$ cat src/hw/ulsf_pkg.sv
// Function
// - error flag set when stored character is errored
// - reading line status clears error flag
// - char mode: empty flag when holding, shift empty
// - empty flag low while any character held
// - fifo mode: empty flag when fifo, shift empty
// - char mode: holding empty set on move
// - char mode: holding empty cleared on write
// - fifo mode: holding empty follows fifo empty, write
// - holding empty raises interrupt when enabled
// - break flag after low for whole frame
// - one break character per break condition
// - framing flag when stop bit invalid
// - fifo mode: framing flag for head character
// - break flag stays zero without break
// - parity flag, head character in fifo mode
// - overrun flag, new character not stored
// - data ready while characters are available
package ulsf_pkg;
  // ----------------------------------------------------------------
  // bus and register map
  // ----------------------------------------------------------------
  localparam int         ADDR_W          = 4;
  localparam int         DATA_W          = 32;
  localparam logic [3:0] OFS_LINE_STATUS = 4'h0;
  localparam logic [3:0] OFS_CONTROL     = 4'h4;
  localparam logic [3:0] OFS_INT_STATUS  = 4'h8;
  localparam logic [3:0] OFS_INT_MASK    = 4'hC;
  localparam logic [1:0] RESP_OKAY       = 2'h0;
  localparam logic [1:0] RESP_SLVERR     = 2'h2;
  // ----------------------------------------------------------------
  // field layouts and reset values
  // ----------------------------------------------------------------
  localparam int         LS_DR      = 0;
  localparam int         LS_OE      = 1;
  localparam int         LS_PE      = 2;
  localparam int         LS_FE      = 3;
  localparam int         LS_BI      = 4;
  localparam int         LS_THRE    = 5;
  localparam int         LS_TEMT    = 6;
  localparam int         LS_FERR    = 7;
  localparam logic [7:0] LS_RESET   = 8'h60;
  localparam int         CTRL_W     = 2;
  localparam int         CTRL_FIFO  = 0;
  localparam int         CTRL_THRI  = 1;
  localparam logic [1:0] CTRL_RESET = 2'h0;
  localparam int         INT_W      = 6;
  localparam int         INT_OVR    = 0;
  localparam int         INT_PAR    = 1;
  localparam int         INT_FRM    = 2;
  localparam int         INT_BRK    = 3;
  localparam int         INT_THRE   = 4;
  localparam int         INT_FERR   = 5;
  localparam logic [5:0] INT_RESET  = 6'h00;
  localparam int         HF_W       = 3;
  localparam int         HF_PE      = 0;
  localparam int         HF_FE      = 1;
  localparam int         HF_BI      = 2;
  localparam int         BITCNT_W   = 4;
  // ----------------------------------------------------------------
  // write channel states
  // ----------------------------------------------------------------
  typedef enum logic [1:0] {
    WR_COLLECT = 2'h0,
    WR_RESP    = 2'h1
  } ulsf_wr_t;
endpackage

$ cat src/hw/ulsf_break_detect.sv
module ulsf_break_detect (
  // clock and reset
  input  wire logic                          mclk,
  input  wire logic                          reset,
  // receive line
  input  wire logic                          rxIn,
  input  wire logic                          bitTick,
  input  wire logic [ulsf_pkg::BITCNT_W-1:0] frameBits,
  // detection
  output logic                               breakPulse
);
  // ----------------------------------------------------------------
  // state
  // ----------------------------------------------------------------
  typedef struct packed {
    logic [ulsf_pkg::BITCNT_W-1:0] cnt;
    logic                          done;
    logic                          pulse;
  } ulsf_brk_t;

  ulsf_brk_t                     s;
  ulsf_brk_t                     n;
  logic [ulsf_pkg::BITCNT_W-1:0] cntInc;

  assign cntInc     = s.cnt + 4'h1;
  assign breakPulse = s.pulse;

  // done latches until the line returns high, so a long break
  // yields a single character
  always_comb begin
    n = s;
    n.pulse = 1'h0;
    if (rxIn) begin
      n.cnt  = '0;
      n.done = 1'h0;
    end else if (bitTick && !s.done) begin
      n.cnt = cntInc;
      if (cntInc == frameBits) begin
        n.pulse = 1'h1;
        n.done  = 1'h1;
      end
    end
  end

  always_ff @(posedge mclk or posedge reset) begin
    if (reset) begin
      s <= '0;
    end else begin
      s <= n;
    end
  end
endmodule

$ cat src/hw/ulsf_line_status.sv
module ulsf_line_status (
  // clock and reset
  input  wire logic                           mclk,
  input  wire logic                           reset,
  // axi4-lite write address and data
  input  wire logic [ulsf_pkg::ADDR_W-1:0]    awaddr,
  input  wire logic [2:0]                     awprot,
  input  wire logic                           awvalid,
  output logic                                awready,
  input  wire logic [ulsf_pkg::DATA_W-1:0]    wdata,
  input  wire logic [3:0]                     wstrb,
  input  wire logic                           wvalid,
  output logic                                wready,
  // axi4-lite write response
  output logic [1:0]                          bresp,
  output logic                                bvalid,
  input  wire logic                           bready,
  // axi4-lite read
  input  wire logic [ulsf_pkg::ADDR_W-1:0]    araddr,
  input  wire logic [2:0]                     arprot,
  input  wire logic                           arvalid,
  output logic                                arready,
  output logic [ulsf_pkg::DATA_W-1:0]         rdata,
  output logic [1:0]                          rresp,
  output logic                                rvalid,
  input  wire logic                           rready,
  // receiver
  input  wire logic                           rxIn,
  input  wire logic                           bitTick,
  input  wire logic [ulsf_pkg::BITCNT_W-1:0]  frameBits,
  input  wire logic                           rxCharDone,
  input  wire logic                           rxParityBad,
  input  wire logic                           rxStopBad,
  // receive fifo
  input  wire logic                           rxFifoFull,
  input  wire logic                           rxEmpty,
  input  wire logic [ulsf_pkg::HF_W-1:0]      rxHeadFlags,
  output logic                                rxPush,
  output logic [ulsf_pkg::HF_W-1:0]           rxPushFlags,
  // transmitter
  input  wire logic                           txWrite,
  input  wire logic                           txMove,
  input  wire logic                           txFifoEmpty,
  input  wire logic                           txShiftEmpty,
  // interrupts
  output logic                                holdIrq,
  output logic                                irq
);
  // ----------------------------------------------------------------
  // state
  // ----------------------------------------------------------------
  typedef struct packed {
    ulsf_pkg::ulsf_wr_t            wr;
    logic                          awHeld;
    logic [ulsf_pkg::ADDR_W-1:0]   awAddr;
    logic                          wHeld;
    logic [ulsf_pkg::DATA_W-1:0]   wData;
    logic [3:0]                    wStrb;
    logic                          awready;
    logic                          wready;
    logic                          bvalid;
    logic [1:0]                    bresp;
    logic                          arready;
    logic                          rvalid;
    logic [ulsf_pkg::DATA_W-1:0]   rdata;
    logic [1:0]                    rresp;
    logic [7:0]                    ls;
    logic [ulsf_pkg::CTRL_W-1:0]   ctrl;
    logic [ulsf_pkg::INT_W-1:0]    intStat;
    logic [ulsf_pkg::INT_W-1:0]    intMask;
    logic                          irq;
    logic                          holdIrq;
    logic                          rxPush;
    logic [ulsf_pkg::HF_W-1:0]     rxPushFlags;
    logic                          txEmptyPrev;
  } ulsf_state_t;

  localparam ulsf_state_t RESET_ST = '{
    wr:          ulsf_pkg::WR_COLLECT,
    awready:     1'h1,
    wready:      1'h1,
    arready:     1'h1,
    ls:          ulsf_pkg::LS_RESET,
    ctrl:        ulsf_pkg::CTRL_RESET,
    intStat:     ulsf_pkg::INT_RESET,
    intMask:     ulsf_pkg::INT_RESET,
    txEmptyPrev: 1'h1,
    default:     '0
  };

  ulsf_state_t                s;
  ulsf_state_t                n;
  logic [ulsf_pkg::INT_W-1:0] w1c;
  logic [ulsf_pkg::INT_W-1:0] ev;
  logic                       awHs;
  logic                       wHs;
  logic                       arHs;
  logic                       lsRead;
  logic                       fifoMode;
  logic                       brkPulse;
  logic                       charOk;
  logic                       overrun;
  logic                       pushNow;
  logic                       errPush;
  logic                       holdSet;

  // ----------------------------------------------------------------
  // break detection
  // ----------------------------------------------------------------
  ulsf_break_detect u_break (
    .mclk       (mclk),
    .reset      (reset),
    .rxIn       (rxIn),
    .bitTick    (bitTick),
    .frameBits  (frameBits),
    .breakPulse (brkPulse)
  );

  // ----------------------------------------------------------------
  // events
  // ----------------------------------------------------------------
  assign awHs     = awvalid && s.awready;
  assign wHs      = wvalid && s.wready;
  assign arHs     = arvalid && s.arready;
  assign lsRead   = arHs && (araddr == ulsf_pkg::OFS_LINE_STATUS);
  assign fifoMode = s.ctrl[ulsf_pkg::CTRL_FIFO];
  // a break owns its character slot, so a coincident frame is dropped
  assign charOk   = rxCharDone && !rxFifoFull && !brkPulse;
  assign overrun  = rxCharDone && rxFifoFull;
  assign pushNow  = brkPulse || charOk;
  assign errPush  = brkPulse || (charOk && (rxParityBad || rxStopBad));
  // fifo mode reacts to the fifo draining, char mode to the move
  assign holdSet  = fifoMode ? (txFifoEmpty && !s.txEmptyPrev)
                             : txMove;

  // ----------------------------------------------------------------
  // next state
  // ----------------------------------------------------------------
  always_comb begin
    n   = s;
    w1c = '0;
    ev  = '0;
    // write channel: address and data taken in either order
    case (s.wr)
      ulsf_pkg::WR_COLLECT: begin
        if (awHs) begin
          n.awHeld = 1'h1;
          n.awAddr = awaddr;
        end
        if (wHs) begin
          n.wHeld = 1'h1;
          n.wData = wdata;
          n.wStrb = wstrb;
        end
        if (n.awHeld && n.wHeld) begin
          n.wr     = ulsf_pkg::WR_RESP;
          n.bvalid = 1'h1;
          n.bresp  = ulsf_pkg::RESP_OKAY;
          n.awHeld = 1'h0;
          n.wHeld  = 1'h0;
          case (n.awAddr)
            ulsf_pkg::OFS_LINE_STATUS: begin
              n.bresp = ulsf_pkg::RESP_OKAY;
            end
            ulsf_pkg::OFS_CONTROL: begin
              if (n.wStrb[0]) begin
                n.ctrl = n.wData[ulsf_pkg::CTRL_W-1:0];
              end
            end
            ulsf_pkg::OFS_INT_STATUS: begin
              if (n.wStrb[0]) begin
                w1c = n.wData[ulsf_pkg::INT_W-1:0];
              end
            end
            ulsf_pkg::OFS_INT_MASK: begin
              if (n.wStrb[0]) begin
                n.intMask = n.wData[ulsf_pkg::INT_W-1:0];
              end
            end
            default: begin
              n.bresp = ulsf_pkg::RESP_SLVERR;
            end
          endcase
        end
      end
      ulsf_pkg::WR_RESP: begin
        if (bready) begin
          n.bvalid = 1'h0;
          n.wr     = ulsf_pkg::WR_COLLECT;
        end
      end
      default: begin
        n.wr = ulsf_pkg::WR_COLLECT;
      end
    endcase
    n.awready = (n.wr == ulsf_pkg::WR_COLLECT) && !n.awHeld;
    n.wready  = (n.wr == ulsf_pkg::WR_COLLECT) && !n.wHeld;
    // read channel: one outstanding read
    if (arHs) begin
      n.arready = 1'h0;
      n.rvalid  = 1'h1;
      n.rresp   = ulsf_pkg::RESP_OKAY;
      case (araddr)
        ulsf_pkg::OFS_LINE_STATUS: n.rdata = ulsf_pkg::DATA_W'(s.ls);
        ulsf_pkg::OFS_CONTROL:     n.rdata = ulsf_pkg::DATA_W'(s.ctrl);
        ulsf_pkg::OFS_INT_STATUS:  n.rdata = ulsf_pkg::DATA_W'(s.intStat);
        ulsf_pkg::OFS_INT_MASK:    n.rdata = ulsf_pkg::DATA_W'(s.intMask);
        default: begin
          n.rdata = '0;
          n.rresp = ulsf_pkg::RESP_SLVERR;
        end
      endcase
    end else if (s.rvalid && rready) begin
      n.rvalid  = 1'h0;
      n.arready = 1'h1;
    end
    // receive fifo load
    n.rxPush      = pushNow;
    n.rxPushFlags = '0;
    if (brkPulse) begin
      n.rxPushFlags[ulsf_pkg::HF_BI] = 1'h1;
    end else begin
      n.rxPushFlags[ulsf_pkg::HF_FE] = rxStopBad;
      n.rxPushFlags[ulsf_pkg::HF_PE] = rxParityBad;
    end
    // receive side flags; set wins over the read clear
    n.ls[ulsf_pkg::LS_DR] = !rxEmpty;
    n.ls[ulsf_pkg::LS_OE] = overrun || (s.ls[ulsf_pkg::LS_OE] && !lsRead);
    if (fifoMode) begin
      n.ls[ulsf_pkg::LS_PE] = rxHeadFlags[ulsf_pkg::HF_PE] && !rxEmpty;
      n.ls[ulsf_pkg::LS_FE] = rxHeadFlags[ulsf_pkg::HF_FE] && !rxEmpty;
      n.ls[ulsf_pkg::LS_BI] = rxHeadFlags[ulsf_pkg::HF_BI] && !rxEmpty;
    end else begin
      n.ls[ulsf_pkg::LS_PE] = (charOk && rxParityBad) ||
                              (s.ls[ulsf_pkg::LS_PE] && !lsRead);
      n.ls[ulsf_pkg::LS_FE] = (charOk && rxStopBad) ||
                              (s.ls[ulsf_pkg::LS_FE] && !lsRead);
      n.ls[ulsf_pkg::LS_BI] = brkPulse ||
                              (s.ls[ulsf_pkg::LS_BI] && !lsRead);
    end
    n.ls[ulsf_pkg::LS_FERR] = errPush ||
                              (s.ls[ulsf_pkg::LS_FERR] && !lsRead);
    // transmit side flags
    n.ls[ulsf_pkg::LS_THRE] = holdSet ||
                              (s.ls[ulsf_pkg::LS_THRE] && !txWrite);
    // gated by holding empty so the two flags cannot disagree
    n.ls[ulsf_pkg::LS_TEMT] =
                              n.ls[ulsf_pkg::LS_THRE] &&
                              txShiftEmpty &&
                              txFifoEmpty;
    n.txEmptyPrev = txFifoEmpty;
    // interrupt status, mask and outputs
    ev[ulsf_pkg::INT_OVR]  = overrun;
    ev[ulsf_pkg::INT_PAR]  = charOk && rxParityBad;
    ev[ulsf_pkg::INT_FRM]  = charOk && rxStopBad;
    ev[ulsf_pkg::INT_BRK]  = brkPulse;
    ev[ulsf_pkg::INT_THRE] = holdSet;
    ev[ulsf_pkg::INT_FERR] = errPush;
    n.intStat = (s.intStat & ~w1c) | ev;
    n.irq     = |(n.intStat & n.intMask);
    n.holdIrq = n.ctrl[ulsf_pkg::CTRL_THRI] &&
                n.ls[ulsf_pkg::LS_THRE];
  end

  always_ff @(posedge mclk or posedge reset) begin
    if (reset) begin
      s <= RESET_ST;
    end else begin
      s <= n;
    end
  end

  // ----------------------------------------------------------------
  // outputs
  // ----------------------------------------------------------------
  assign awready     = s.awready;
  assign wready      = s.wready;
  assign bvalid      = s.bvalid;
  assign bresp       = s.bresp;
  assign arready     = s.arready;
  assign rvalid      = s.rvalid;
  assign rdata       = s.rdata;
  assign rresp       = s.rresp;
  assign rxPush      = s.rxPush;
  assign rxPushFlags = s.rxPushFlags;
  assign holdIrq     = s.holdIrq;
  assign irq         = s.irq;
endmodule

$ cat config.mk
export PLATFORM = sky130hd
export DESIGN_NAME = ulsf_line_status
export DESIGN_NICKNAME = d
export VERILOG_FILES = /design/src/hw/ulsf_pkg.sv /design/src/hw/ulsf_break_detect.sv /design/src/hw/ulsf_line_status.sv
export SDC_FILE = /design/constraint.sdc
export NUM_CORES = 1
export LEC_CHECK = 0
export BUFFER_PORTS_ARGS = -buffer_cell sky130_fd_sc_hd__buf_2
export CAP_MARGIN = 20
export CORE_MARGIN = 1
export CORE_UTILIZATION = 53
export DETAILED_ROUTE_END_ITERATION = 10
export GPL_TIMING_DRIVEN = 1
export PLACE_DENSITY = 0.95
export SYNTH_ARGS = -nofsm -noshare
export SYNTH_HDL_FRONTEND = slang
export SYNTH_SLANG_ARGS = --single-unit
$ cat constraint.sdc
create_clock -name mclk -period 3.5 [get_ports mclk]
set_clock_uncertainty 0.05 [all_clocks]
set_input_delay 0.175 -clock mclk [delete_from_list [all_inputs] [get_ports mclk]]
set_output_delay 0.175 -clock mclk [all_outputs]
set_load 0.005 [all_outputs]
Word level (Yosys, flattened, before mapping)
Cells that the tools add are included.
{"block": "totals", "ff_bits": 120, "input_bits": 75, "out_inout_bits": 47}
{"block": "classes", "add_sub_neg": 1, "n_eq_ne": 11, "n_mux": 37, "bitwise_logic": 4, "reduce_logical": 62}
{"op": "$mux 37", "n": 2}
{"op": "$mux 6", "n": 9}
{"op": "$mux 42", "n": 1}
{"op": "$pmux 8 s4", "n": 1}
{"op": "$logic_and 1x1->1", "n": 28}
{"op": "$mux 2", "n": 11}
{"op": "$eq 4x4->1 const B", "n": 4}
{"op": "$mux 5", "n": 3}
{"op": "$and 6x6->6", "n": 2}
{"op": "$logic_not 1->1", "n": 9}
{"op": "$logic_or 1x1->1", "n": 9}
{"op": "$mux 3", "n": 3}
{"op": "$eq 4x3->1 const B", "n": 2}
{"op": "$logic_not 4->1", "n": 2}
{"op": "$reduce_bool 2->1", "n": 4}
{"op": "$reduce_or 4->1", "n": 2}
{"op": "$ne 2x2->1 const B", "n": 3}
{"op": "$not 6->6", "n": 1}
{"op": "$or 6x6->6", "n": 1}
{"op": "$reduce_and 2->1", "n": 3}
{"op": "$reduce_or 6->1", "n": 1}
{"op": "$mux 1", "n": 5}
{"op": "$add 4x1->4 const B", "n": 1}
{"op": "$eq 4x4->1", "n": 1}
{"op": "other kinds (6)", "n": 7}

Logic depth before layout (Yosys ltp)
Gate-level depths: netlist of the first run.
{"block": "logic_depth", "depth_word": 12, "ltp_mapped": 7, "mapped_depth_nobuf": 6}

By module
Synthesis of the first run repeated with hierarchy kept, for this count alone.
{"block": "unflattened", "cells_unflattened": 314, "area_unflattened_um2": 3320.7}
{"mod": "ulsf_line_status", "instances": 1, "cells_per_inst": 284, "area_per_inst_um2": 2982.9}
{"mod": "ulsf_break_detect", "instances": 1, "cells_per_inst": 30, "area_per_inst_um2": 337.8}

Worst setup path before layout of the first run
No wires, ideal clock.
{"block": "synth_timing", "kind": "reg2reg", "from": "register s (netlist bit awready)", "to": "register s (netlist bit irq)", "setup_ps": 130, "arrival_time_ps": 1943, "required_ps": 3320, "setup_slack_ps": 1378, "stages_incl_launch_ff": 7, "n_path_buf": 0, "synth_period_minus_slack_ps": 2122, "cell_sequence": "dfstp_2 and4bb_1 o221ai_2 a211oi_4 mux2_2 a22oi_1 nand3_2"}
{"element": "start: declaration", "line_no": "ulsf_line_status.sv:91", "rtl": "ulsf_state_t s;"}
{"element": "start signal: assignment", "line_no": "ulsf_line_status.sv:269", "rtl": "s <= n;"}

==> reports/qor.csv, run 1 <==
metric;value;unit
cts.path.max_buffers;2;
slew_violations;0;
grt_first_pass_wirelength;9.89;mm
ant_nets;0;
min_period;2.33;ns
synth_common_cells;dfrtp_1, buf_4, mux2_2, nand2_1, nor2_1;
die_width;79.3;µm
grt_max_degree;43;
cts_buffers;9;
drive_gt1_frac;0.332;
netlist_area;3170;µm²
path_buf_inv;0;
fin_crit_sh;0.667;
clkTransAtPathRegs;0.07;ns
critPathMaxStageDelay;0.57;ns
diodes;0;
path_max_fanout;6;
synth_area_leaders;dfrtp_1, buf_4, mux2_2;
syn_to_final_growth;13.8;%
synthArstFlopShare;1.00;
cts_tree;done;
setup-violations-final;0;
slew_headroom;0.446;
critPathCaptureType;register;
arrival;2.50;ns
path_cells;and4bb_1, o221ai_2, a211oi_4, mux2_2, a22oi_1, nand3_2;
holdWs;0.0176;ns
place_hpwl;4.48;mm
ir_drop;0.000397;V
p_per_area;661;nW/µm²
startpoint_type;register;
core-area;5640;µm²
clock_sinks;65;
synth_top_area_cell;dfrtp_1;
synth_edf_count;0;
synth.distinct_cells;48;
synth_flop_cell;dfrtp_1;
wl_per_cell;14.2;µm
drcViolationCount;0;
finalWirelength;5.97;mm
clock_latency;0.34;ns
initial_core_util;0.561;
gp_congestion;0.849;
cap_viol_max_count;0;
synth_top_cell_area_share;0.466;
synth_seq_area_share;0.516;
firstDrtPassIters;4;
status;finished clean;
worstMarginPinSlew;0.830;ns
setup-tns-final;0;ns
grtUsageTotal;0.210;
synth-seq-cells;65;
dieHeight;79.3;µm
grt_setup_unrepaired;no;
worstSetupPathType;reg2reg;
cts_root_buf;clkbuf_8;
vias;2202;
utilization;0.639;
die_area;6290;µm²
grt_pass1_vias;2118;
drt_iter0_drc;115;
hold_class;in2reg;
synthCells;283;
port_buffers;60;
leakagePower;1.69;nW
cts_max_level;3;
nets;420;
path_delay_family;compound AO/OA/AOI/OAI gates;
grt.overflow.total;0;
crit_required;3.67;ns
cp_slowest_cell;dfstp_2;
hold_viol;0;
ys.warnings.count;0;
antenna_found_initial;0;
syn_area_per_cell;11.2;µm²
rows;27;
synth_most_common_cell;dfrtp_1;
avgViaCountPerCell;5.23;
io_pins;122;
fmax;428;MHz
sequential cells by signal, summed over array words and instances, names as in the netlist, 3 cells and up:
| signal | count |
|---|---|
| s | 37 |
| rxPushFlags | 3 |
| rdata | 8 |
| u_break.s | 5 |
worst paths after layout:
check	end	cells past startpoint	slack, ns	start
max	irq	6	1.17	awready
min	u_break.s[2]	2	0.02	rxIn
max reg2reg	irq	6	1.17	awready
min reg2reg	rdata[2]	2	0.43	rdata[2]
max in group asynchronous	wready	4	2.02	reset
min in group asynchronous	s[15]	3	0.51	reset
layout by cell type, fill, tap and decap left out, types with 7 or more instances in the layout:
cell and count:
a21oi_1 7, buf_2 60, clkbuf_8 10, conb_1 27
dfrtp_1 59, inv_1 12, mux2_2 24, nand2_1 24
nor2_1 17, o21ai_0 12
layout make-up:
| type | count | area, µm² |
|---|---|---|
| clock buffer | 14 | 153 |
| clock inverter | 2 | 37.5 |
| fill | 441 | 2040 |
| inverter | 13 | 48.8 |
| multi-input combinational | 188 | 1270 |
| sequential | 65 | 1630 |
| tap | 72 | 90.1 |
| timing repair buffer | 67 | 368 |
power by group:
part	internal, W	switching [W]
Sequential	0.000984	0.000150
Clock	0.000350	0.000264
Combinational	0.000316	0.000319
Total	0.00165	0.000733
routing by layer:
layer / track usage / wire, µm / vias to the layer above
met5: 0 / 0 / -
met4: 0.0800 / 93 / 0
met3: 0.0586 / 354 / 9
met2: 0.345 / 2990 / 85
met1: 0.264 / 2520 / 1069
li1: - / - / 1039
metrics by stage:
step / instances / power (W) / worst slack, ns / area [µm²]
final: 421 / 0.00238 / 1.17 / 3600
after global routing: 421 / 0.00253 / 1.01 / 3600
after CTS: 421 / 0.00240 / 1.14 / 3600
after detailed placement: 399 / 0.00177 / 1.20 / 3350
after global placement: 399 / 0.00172 / 1.20 / 3350
after floorplan: 309 / 0.00162 / 1.38 / 3260
timing repair:
action | in CTS | in global routing
hold endpoints to repair | 41 | 0
setup buffers | 0 | 0
gates resized for setup | 0 | 0
hold buffers | 6 | 0
cells by family after synthesis:
| group | count (synthesis) | share of synthesized area |
|---|---|---|
| AOI/OAI and AO/OA | 52 | 0.121 |
| and+or+nand+nor | 69 | 0.108 |
| xor gates and xnor gates | 7 | 0.0194 |
| DFF | 65 | 0.516 |
| buffers and inverters | 56 | 0.113 |
| muxes | 32 | 0.119 |
| adders and majority gates | 1 | 0.00395 |
| other | 1 | 0.00118 |
Note: power is estimated with default switching activity, not from simulation.
==> inputs of run 2 (changes only) <==
--- a/config.mk
+++ b/config.mk
@@ -5,13 +5,14 @@
 export SDC_FILE = /design/constraint.sdc
 export NUM_CORES = 1
 export LEC_CHECK = 0
+export ABC_AREA = 1
 export BUFFER_PORTS_ARGS = -buffer_cell sky130_fd_sc_hd__buf_2
 export CAP_MARGIN = 20
 export CORE_MARGIN = 1
-export CORE_UTILIZATION = 53
+export CORE_UTILIZATION = 45
 export DETAILED_ROUTE_END_ITERATION = 10
 export GPL_TIMING_DRIVEN = 1
-export PLACE_DENSITY = 0.95
+export PLACE_DENSITY = 0.86
 export SYNTH_ARGS = -nofsm -noshare
 export SYNTH_HDL_FRONTEND = slang
 export SYNTH_SLANG_ARGS = --single-unit
==> constraint.sdc (replaced) <==
create_clock -name mclk -period 2.11 [get_ports mclk]
set_clock_uncertainty 0.05 [all_clocks]
set_input_delay 0.1055 -clock mclk [delete_from_list [all_inputs] [get_ports mclk]]
set_output_delay 0.1055 -clock mclk [all_outputs]
set_load 0.005 [all_outputs]
==> run 2 against run 1 <==
  * Critical path type unchanged
  * Design area grew 14%
  * Sequential share of layout area shrank 5.6 points
  * Via count grew 31%
  * Largest cell class unchanged
==> reports/qor.csv, run 2 <==
metric;value;unit
place_hpwl;5.30;mm
grt_first_pass_wirelength;12.4;mm
grt.overflow.total;0;
nets;584;
grt_max_degree;42;
p_per_area;1090;nW/µm²
port_buffers;60;
hold_class;in2reg;
met3_usage;0.0665;
holdWs;0.0353;ns
synth_most_common_cell;nand2_1;
worstSetupPathType;reg2reg;
initial_core_util;0.473;
synth-seq-cells;65;
die_width;90.3;µm
min_period;1.89;ns
cts_buffers;9;
clock_sinks;65;
cts_tree;done;
synth_seq_area_share;0.466;
synth_edf_count;0;
synth_adder_area_share;0.00357;
grt_setup_unrepaired;no;
crit_required;2.30;ns
syn_to_final_growth;17.2;%
cts_root_buf;clkbuf_8;
final_common_cell;nand2_1;
critPathCaptureType;register;
ant_nets;0;
synth_top_area_cell;dfrtp_1;
vias;2884;
grtUsageTotal;0.192;
cap_viol_max_count;0;
synth_area_leaders;dfrtp_1, nand2_1, buf_4;
path_max_fanout;8;
syn_area_per_cell;8.04;µm²
synthArstFlopShare;1.00;
synth.distinct_cells;32;
largest_register_ffs;37;
clock_latency;0.35;ns
cts_setup_buffers;0;
startpoint_type;register;
synth_top_cell_area_share;0.421;
cts_max_level;3;
drive_gt1_frac;0.226;
synth_xor_area_frac;0.0150;
rows;31;
startpoint;awready;
netlist_area;3510;µm²
hold_viol;0;
cts.path.max_buffers;2;
total_power;0.00446;W
use_met1;0.238;
worstMarginPinSlew;0.543;ns
r2r_cells;11;
dieHeight;90.3;µm
grt_pass1_vias;2762;
setup-violations-final;0;
arrival;2.07;ns
mostFrequentLayoutCells;nand2_1, buf_2, dfrtp_1;
synthMuxAreaShare;0;
synth_flop_cell;dfrtp_1;
avgViaCountPerCell;4.71;
synthCells;436;
setup-tns-final;0;ns
core-area;7410;µm²
wl_per_cell;11.8;µm
status;finished clean;
hold_start;frameBits[0];
gp_congestion;0.828;
hold_depth;4;
ys.warnings.count;0;
slew_violations;0;
slew_headroom;0.637;
drt_iter0_drc;222;
leakagePower;2.24;nW
drcViolationCount;0;
ir_drop;0.000418;V
firstDrtPassIters;4;
top_usage_layer;met2;
fmax;530;MHz
holdPathEnd;u_break.breakPulse;
r2r_start;awready;
top_register;s;
diodes;0;
synth_common_cells;nand2_1, dfrtp_1, inv_1;
synth_top_family_by_area;simple AND/OR/NAND/NOR gates;
fin_crit_sh;0.894;
r2r_slack;0.22;ns
die_area;8150;µm²
finalWirelength;7.23;mm
r2r-end;irq;
io_pins;122;
use_met2;0.303;
synth-compound-area-share;0.0681;
antenna_found_initial;0;
yosys.area_share.simple;0.290;
clkTransAtPathRegs;0.08;ns
run 2: changes by cell type after synthesis, moves of 5 or more:
cell / before / now
inv_1: 13 / 47
nand2_1: 24 / 133
mux2i_1: 6 / 0
o21ai_1: 0 / 13
nor2_1: 17 / 25
a31oi_1: 5 / 0
a22oi_1: 6 / 0
nand2_2: 1 / 7
inv_2: 0 / 10
mux2_2: 24 / 0
nand3_1: 3 / 36
run 2: worst max path at each step:
stage | end | slack (ns) | cells past startpoint
final | irq | 0.22 | 11
after global routing | irq | 0.04 | 11
after CTS | irq | 0.22 | 11
after detailed placement | irq | 0.24 | 11
after global placement | irq | 0.29 | 11
after floorplan | bresp[1] | 0.34 | 1
run 2: area by class of cell:
class	instances	area (µm²)
fill	650	3300
sequential	65	1630
multi-input combinational	294	1420
timing repair buffer	81	515
inverter	57	214
clock buffer	9	124
tap	99	124
clock inverter	7	75.1
run 2: cell families after synthesis:
kind of cell             after synthesis
AND/OR/NAND/NOR                      217
flip-flops                            65
buffers and inverters                103
AO/OA/AOI/OAI                         43
XOR/XNOR                               6
adder cells (fa/ha/maj)                1
other                                  1
run 2: critical path: stages (launching register included):
cell	delay (ns)
dfstp_2	0.65
nand3_1	0.15
nand2_2	0.15
nand2_2	0.11
nor2_1	0.13
nand3_1	0.11
nand2_1	0.08
nand2_1	0.07
nand2_1	0.10
nand2_1	0.05
inv_1	0.05
nand2_1	0.06
run 2: stage by stage:
step	cell area [µm²]	std cells	setup slack (ns)	util
6_report	4110	612	0.224	0.555
5_1_grt	4110	612	0.0353	0.555
4_1_cts	4100	611	0.224	0.553
3_5_place_dp	3730	578	0.236	0.503
3_3_place_gp	3730	578	0.289	0.503
2_1_floorplan	3600	462	0.338	-
run 2: metal layers:
layer	routed length [µm]	vias up
met1	3050	1318
met4	227	0
met2	3530	97
met3	424	24
met5	0	-
li1	-	1445
run 2: power by group:
group	internal (W)	leakage (nW)	switching, W
registers	0.00163	0.763	0.000267
logic	0.000559	1.37	0.000923
clock network	0.000556	0.104	0.000529
total	0.00274	2.24	0.00172
run 2: timing repair:
item / in CTS / in global routing
hold buffers: 17 / 1
endpoints found under the hold margin: 37 / 1
resized for setup: 0 / 0
setup endpoints to repair: 0 / 0
